$ cat src/mps_pkg.sv
// Constants and types shared by the module power sequencer.
`default_nettype none
package mps_pkg;
  localparam int unsigned CLK_HZ        = 20_000_000;
  localparam int unsigned RAMP_HOLD_MS  = 100;
  localparam int unsigned RAMP_MIN_MS   = 10;
  localparam int unsigned RST_STRETCH_MS = 1;
  localparam int unsigned RAMP_HOLD_CYC =
    (CLK_HZ / 1000) * RAMP_HOLD_MS;
  localparam int unsigned RST_STRETCH_CYC =
    (CLK_HZ / 1000) * RST_STRETCH_MS;
  localparam int unsigned CNT_W         = 22;

  typedef enum logic [2:0] {
    MPS_UNPLUGGED,
    MPS_RAIL_WAIT,
    MPS_RAMP,
    MPS_RUN,
    MPS_SLEEP_WAIT,
    MPS_RESET,
    MPS_STRETCH,
    MPS_OFF
  } mps_state_e;
endpackage
`default_nettype wire

$ cat src/mps_sync.sv
// Two-stage synchroniser for a group of asynchronous level inputs.
`timescale 1ns/1ps
`default_nettype none
module mps_sync #(
  parameter int unsigned WIDTH = 2,
  parameter logic [WIDTH-1:0] INIT = '1
) (
  input  wire logic             i_core_clk,
  input  wire logic             i_reset_n,
  input  wire logic [WIDTH-1:0] i_async,
  output logic      [WIDTH-1:0] o_sync
);
  logic [WIDTH-1:0] meta_r;
  logic [WIDTH-1:0] meta_nxt;
  logic [WIDTH-1:0] sync_r;
  logic [WIDTH-1:0] sync_nxt;

  always_comb begin
    meta_nxt = i_async;
    sync_nxt = meta_r;
    if (!i_reset_n) begin
      meta_nxt = INIT;
      sync_nxt = INIT;
    end
  end

  always_ff @(posedge i_core_clk) begin
    meta_r <= meta_nxt;
    sync_r <= sync_nxt;
  end

  assign o_sync = sync_r;
endmodule
`default_nettype wire

$ cat src/mps_top.sv
// Power-state sequencer for a plug-in module and its carrier board.
//
// Function
// - Module supplies stay off while the input power fault line is low, and the on-module controller starts when it reads high.
// - Carrier power enable rises only once main supply is present and all boot supplies report ready.
// - Carrier reset stays asserted for at least 10 ms after carrier power enable rises.
// - Carrier reset is not released until at least 100 ms after carrier power enable rose.
// - The running state is entered automatically after the power-up handshake, with no request.
// - A software suspend request in running moves to suspend, and a wakeup returns to running.
// - A software shutdown request in running turns off module rails and carrier power enable, entering off; a same-cycle reset request wins and keeps both on.
// - From off, running resumes after main supply is removed and reapplied, or on a reset request pulse.
// - While the reset request is low, rails stay powered and processor and peripherals are held in reset.
// - Internal reset and carrier reset are asserted for as long as the reset request is asserted.
// - After the reset request is released, both resets stay low at least 1 ms more before booting.
`timescale 1ns/1ps
`default_nettype none
module mps_top
  import mps_pkg::*;
#(
  parameter int unsigned RAMP_CYC    = RAMP_HOLD_CYC,
  parameter int unsigned STRETCH_CYC = RST_STRETCH_CYC
) (
  input  wire logic i_core_clk,
  input  wire logic i_reset_n,
  input  wire logic i_input_power_fault_n,
  input  wire logic i_reset_request_n,
  input  wire logic i_rails_ready,
  input  wire logic i_suspend_req,
  input  wire logic i_shutdown_req,
  input  wire logic i_wakeup,
  output logic      o_module_rails_en,
  output logic      o_carrier_power_enable,
  output logic      o_carrier_reset_n,
  output logic      o_core_reset_n,
  output logic      o_cpu_halt,
  output logic [2:0] o_state
);

  initial begin
    if (RAMP_CYC < 1 || RAMP_CYC >= (1 << CNT_W) ||
        STRETCH_CYC < 1 || STRETCH_CYC >= (1 << CNT_W))
      $error("mps_top: count parameters out of range");
  end

  ////////////////////////////////////////////////////////////////////////////

  logic [1:0] pin_sync;
  logic       pwr_good;
  logic       rst_req;

  mps_sync #(
    .WIDTH (2),
    .INIT  (2'h0)
  ) u_sync (
    .i_core_clk (i_core_clk),
    .i_reset_n  (i_reset_n),
    .i_async    ({i_input_power_fault_n, i_reset_request_n}),
    .o_sync     (pin_sync)
  );

  assign pwr_good = pin_sync[1];
  assign rst_req  = ~pin_sync[0];

  ////////////////////////////////////////////////////////////////////////////

  mps_state_e       state_r;
  mps_state_e       state_nxt;
  logic [CNT_W-1:0] cnt_r;
  logic [CNT_W-1:0] cnt_nxt;
  logic             rails_r;
  logic             rails_nxt;
  logic             cpe_r;
  logic             cpe_nxt;
  logic             crst_n_r;
  logic             crst_n_nxt;
  logic             irst_n_r;
  logic             irst_n_nxt;
  logic             halt_r;
  logic             halt_nxt;

  always_comb begin
    state_nxt  = state_r;
    cnt_nxt    = cnt_r;
    rails_nxt  = rails_r;
    cpe_nxt    = cpe_r;
    crst_n_nxt = crst_n_r;
    irst_n_nxt = irst_n_r;
    halt_nxt   = halt_r;
    case (state_r)
      // supplies held off while power is bad
      MPS_UNPLUGGED: begin
        rails_nxt  = 1'b0;
        cpe_nxt    = 1'b0;
        crst_n_nxt = 1'b0;
        irst_n_nxt = 1'b0;
        halt_nxt   = 1'b0;
        if (pwr_good) begin
          rails_nxt = 1'b1;
          state_nxt = MPS_RAIL_WAIT;
        end
      end
      // enable carrier once boot rails ready
      MPS_RAIL_WAIT: begin
        if (i_rails_ready) begin
          cpe_nxt   = 1'b1;
          cnt_nxt   = '0;
          state_nxt = MPS_RAMP;
        end
      end
      // hold carrier reset for the ramp time
      MPS_RAMP: begin
        if (cnt_r == CNT_W'(RAMP_CYC - 1)) begin
          state_nxt = MPS_STRETCH;
          cnt_nxt   = '0;
        end else begin
          cnt_nxt = cnt_r + 1'b1;
        end
      end
      MPS_RUN: begin
        if (i_shutdown_req) begin
          // shutdown drops rails and carrier enable
          rails_nxt  = 1'b0;
          cpe_nxt    = 1'b0;
          crst_n_nxt = 1'b0;
          irst_n_nxt = 1'b0;
          state_nxt  = MPS_OFF;
        end else if (i_suspend_req) begin
          halt_nxt  = 1'b1;
          state_nxt = MPS_SLEEP_WAIT;
        end
      end
      MPS_SLEEP_WAIT: begin
        if (i_wakeup) begin
          halt_nxt  = 1'b0;
          state_nxt = MPS_RUN;
        end
      end
      MPS_RESET: begin
        crst_n_nxt = 1'b0;
        irst_n_nxt = 1'b0;
        halt_nxt   = 1'b0;
        cnt_nxt    = '0;
        if (!rst_req) begin
          state_nxt = MPS_STRETCH;
        end
      end
      MPS_STRETCH: begin
        if (cnt_r == CNT_W'(STRETCH_CYC - 1)) begin
          crst_n_nxt = 1'b1;
          irst_n_nxt = 1'b1;
          state_nxt  = MPS_RUN;
        end else begin
          cnt_nxt = cnt_r + 1'b1;
        end
      end
      MPS_OFF: begin
        if (rst_req) begin
          rails_nxt = 1'b1;
          state_nxt = MPS_RAIL_WAIT;
        end
      end
      default: begin
        state_nxt = MPS_UNPLUGGED;
      end
    endcase
    // reset request overrides carrier-powered states except ramp.
    // A shutdown in the same cycle loses, so the rails stay up in reset.
    if (rst_req && cpe_r && state_r != MPS_RAMP &&
        state_r != MPS_OFF) begin
      rails_nxt  = rails_r;
      cpe_nxt    = cpe_r;
      crst_n_nxt = 1'b0;
      irst_n_nxt = 1'b0;
      halt_nxt   = 1'b0;
      state_nxt  = MPS_RESET;
    end
    // loss of main supply forces everything off
    if (!pwr_good) begin
      rails_nxt  = 1'b0;
      cpe_nxt    = 1'b0;
      crst_n_nxt = 1'b0;
      irst_n_nxt = 1'b0;
      halt_nxt   = 1'b0;
      state_nxt  = MPS_UNPLUGGED;
    end
    if (!i_reset_n) begin
      state_nxt  = MPS_UNPLUGGED;
      cnt_nxt    = '0;
      rails_nxt  = 1'b0;
      cpe_nxt    = 1'b0;
      crst_n_nxt = 1'b0;
      irst_n_nxt = 1'b0;
      halt_nxt   = 1'b0;
    end
  end

  always_ff @(posedge i_core_clk) begin
    state_r  <= state_nxt;
    cnt_r    <= cnt_nxt;
    rails_r  <= rails_nxt;
    cpe_r    <= cpe_nxt;
    crst_n_r <= crst_n_nxt;
    irst_n_r <= irst_n_nxt;
    halt_r   <= halt_nxt;
  end

  assign o_module_rails_en      = rails_r;
  assign o_carrier_power_enable = cpe_r;
  assign o_carrier_reset_n      = crst_n_r;
  assign o_core_reset_n         = irst_n_r;
  assign o_cpu_halt             = halt_r;
  assign o_state                = state_r;

endmodule
`default_nettype wire

$ cat config.mk
export PLATFORM = sky130hd
export DESIGN_NAME = mps_top
export DESIGN_NICKNAME = d
export VERILOG_FILES = /design/src/mps_pkg.sv /design/src/mps_sync.sv /design/src/mps_top.sv
export SDC_FILE = /design/constraint.sdc
export NUM_CORES = 1
export LEC_CHECK = 0
export ABC_AREA = 0
export ABC_CLOCK_PERIOD_IN_PS = 3550
export BUFFER_PORTS_ARGS = -buffer_cell sky130_fd_sc_hd__buf_2
export CAP_MARGIN = 25
export CORE_MARGIN = 2
export CORE_UTILIZATION = 30
export DETAILED_ROUTE_END_ITERATION = 10
export GPL_TIMING_DRIVEN = 0
export SLEW_MARGIN = 25
export SYNTH_ARGS = -nofsm -noshare
export SYNTH_HDL_FRONTEND = slang
export SYNTH_HIERARCHICAL = 1
export SYNTH_SLANG_ARGS = --single-unit
$ cat constraint.sdc
create_clock -name i_core_clk -period 3.55 [get_ports i_core_clk]
set_input_delay 0.355 -clock i_core_clk [delete_from_list [all_inputs] [get_ports i_core_clk]]
set_output_delay 0.355 -clock i_core_clk [all_outputs]
set_load 0.01 [all_outputs]
==> results.yml <==
yosys:
  synthCells: 239
  async_flop_share_pct: 0
  synth.avg_cell_area_um2: 8.27
  synth_top_family_by_area: "compound AO/OA/AOI/OAI gates"
  synth_top_cell_by_area: "dfxtp_1"
  synth_nets: 253
  yosysMostFrequentCell: "dfxtp_1"
  synth_edf_count: 0
  ys.flop_type: "dfxtp_1"
  synth_area_um2: 1980
  synth.distinct_cells: 54
  synth_area_leaders: "dfxtp_1, a21oi_1, or4_1, ha_1, xor2_1"
  synth_top_area_share_pct: 33.4
  synth_compound_area_share_pct: 26.3
  synthTopCellsByCount: "dfxtp_1, a21oi_1, nand2_1"
  synth_xor_area_share_pct: 3.55
  synth_seq_area_share_pct: 33.4
  synthAdderAreaFrac_pct: 3.80
  synthMuxAreaShare_pct: 1.01
  synth-seq-cells: 33
  ys_warn_count: 6
  synth_simple_gate_area_share_pct: 25.8
job:
  drv_cap: 0
floorplan:
  die_width_um: 85.2
  ioPinCount: 16
  start_util_pct: 31.1
  rows: 29
  core_um2: 6350
  die_h_um: 85.2
  dieArea_um2: 7250
cts:
  root_buffer: "clkbuf_8"
  cts_setup_buffers: 0
  cts-hold-fix-buffers: 0
  cts_tree: "done"
  clk_pin_slew_ps: 70
  h-tree-depth: 2
  clockBufferDepth: 2
  cts_sinks: 33
  numCtsBuffers: 5
  cts.repair.resized: 0
  clk_latency_ps: 290
global_route:
  grt_max_degree: 11
  grt_most_used_layer: "met2"
  grt_use_met3_pct: 2.53
  overflow: 0
  grt.met1_usage_pct: 19.6
  grt_pass1_wl_mm: 8.19
  met2_usage_pct: 21.2
  antenna_found_initial: 0
  grt_pass1_vias: 1692
  grt.total_usage_pct: 13.9
sta:
  final.setup.tns_ps: 0
  worst_pin_slew_ps: 735
  clock_skew_ps: 8.60
  period_share_pct: 72.7
  finalSetupViolCount: 0
  final_max_slew_viol_count: 0
  rsz0062_at_grt: "false"
  hold_viol: 0
  relSlewSlack_pct: 50.4
  period_needed_ps: 2580
  fmax_ghz: 0.388
critical_path:
  cpPeakStageDelay_ps: 530
  path_max_fanout: 10
  crit_arrival_ps: 2790
  cp-end-kind: "flop"
  worstSetupPathType: "reg -> reg"
  cp.required_ps: 3760
  crit_path_cell_trace: "ha_1 > clkbuf_1 > and2_1 > nand4_1 > o21ai_1 > buf_2 > o21ai_0 > a21oi_1"
  startpoint_type: "flop"
  cpMaxStageDelayCell: "o21ai_1"
run_status:
  status: "complete, no violations"
route:
  drcViolationCount: 0
  drt_iter0_markers: 112
  vias_per_cell: 5.52
  vias: 1866
  postRouteAntennaNets: 0
  wl_per_cell_um: 13.9
  drt-pass1-iter-count: 4
  wl_mm: 4.70
final_layout:
  final_cell_count_no_fill: 338
  areaGrowthSynthToFinish_pct: 13.2
  drive_above_1_share_pct: 13.8
  final_core_util_pct: 35.2
  fin_nets: 275
  antennaDiodeCount: 0
placed_design:
  dp.cells: 331
  hpwl_mm: 3.42
  io_buffers: 15
  globalplace.congestion: 0.851
pwr:
  peakVddDrop_uv: 208
  cellLeakagePower_nw: 0.728
  total_power_uw: 700
  power_density_nw_per_um2: 313
hold_path:
  hold_path_class: "in -> reg"
==> path summary, 6_finish.rpt <==
| kind | from | to | slack [ps] | cells past startpoint |
|---|---|---|---|---|
| setup / recovery | o_state[1] | cnt_r[12] | 970 | 8 |
| hold / removal | i_reset_request_n | u_sync/meta_r[0] | 270 | 2 |
| setup reg to reg | o_state[1] | cnt_r[12] | 970 | 8 |
| hold reg to reg | u_sync/meta_r[0] | u_sync/o_sync[0] | 430 | 1 |
==> layout make-up <==
cell class	instances	area, µm²
Buffer	12	77.6
Timing Repair Buffer	15	75.1
Clock inverter	1	7.51
Tap cell	77	96.3
Sequential cell	33	661
Fill cell	653	4110
Clock buffer	6	82.6
Multi-Input combinational cell	183	1200
Inverter	11	41.3
==> power by group <==
group	leakage [nW]	internal, mW	switching [mW]
clock	0.0433	0.153	0.138
sequential	0.267	0.373	0.00220
combinational	0.417	0.0136	0.0207
total	0.728	0.540	0.160
==> worst max-delay path: cells and delay by family, from the launching register on <==
kind	cells	cell delay (ps)
compound gates	3	780
fa+ha+maj	1	200
simple gates	2	440
flops	1	460
buf+inv	2	620
==> sequential cells by signal (all words and copies together) (netlist names) <==
name                    cells
cnt_r                      22
o_carrier_power_enable      1
o_core_reset_n              1
o_cpu_halt                  1
o_module_rails_en           1
o_state                     3
u_sync/meta_r               2
u_sync/o_sync               2
==> routing by layer <==
layer,vias up,share of wire [%]
li1,940,-
met1,884,52
met2,37,44
met3,5,2.8
met4,0,1.3
met5,-,0
==> cell families (layout without fill, tap and decap cells) <==
group / Yosys count / after routing
simple gates: 91 / 91
compound gates: 76 / 76
flops: 33 / 33
buf+inv: 23 / 45
xor+xnor: 8 / 8
fa+ha+maj: 6 / 6
mux: 2 / 2
==> metrics by stage <==
| step | setup slack, ps | hold WS, ps | area, µm² |
|---|---|---|---|
| 2_1_floorplan | 1210 | 412 | 1980 |
| 3_3_place_gp | 949 | 420 | 2150 |
| 3_5_place_dp | 977 | 418 | 2150 |
| 4_1_cts | 952 | 264 | 2240 |
| 5_1_grt | 662 | 265 | 2240 |
| 6_report | 969 | 272 | 2240 |
==> cells in the final DEF (no fill, tap or decap), types with 3 or more instances in the layout <==
cell type / count
nand3_1: 10
nor2_1: 15
o211ai_1: 6
and3_1: 4
a21oi_1: 26
nand2_1: 16
o31ai_1: 7
nor4_1: 3
a211oi_1: 3
clkbuf_8: 7
xor2_1: 7
nand4_1: 5
and2_1: 5
nor2b_1: 4
dfxtp_1: 33
or4_1: 12
or3_1: 6
clkbuf_1: 4
buf_2: 17
o21ai_0: 12
ha_1: 6
inv_1: 10
(Power assumes the default switching activity.)
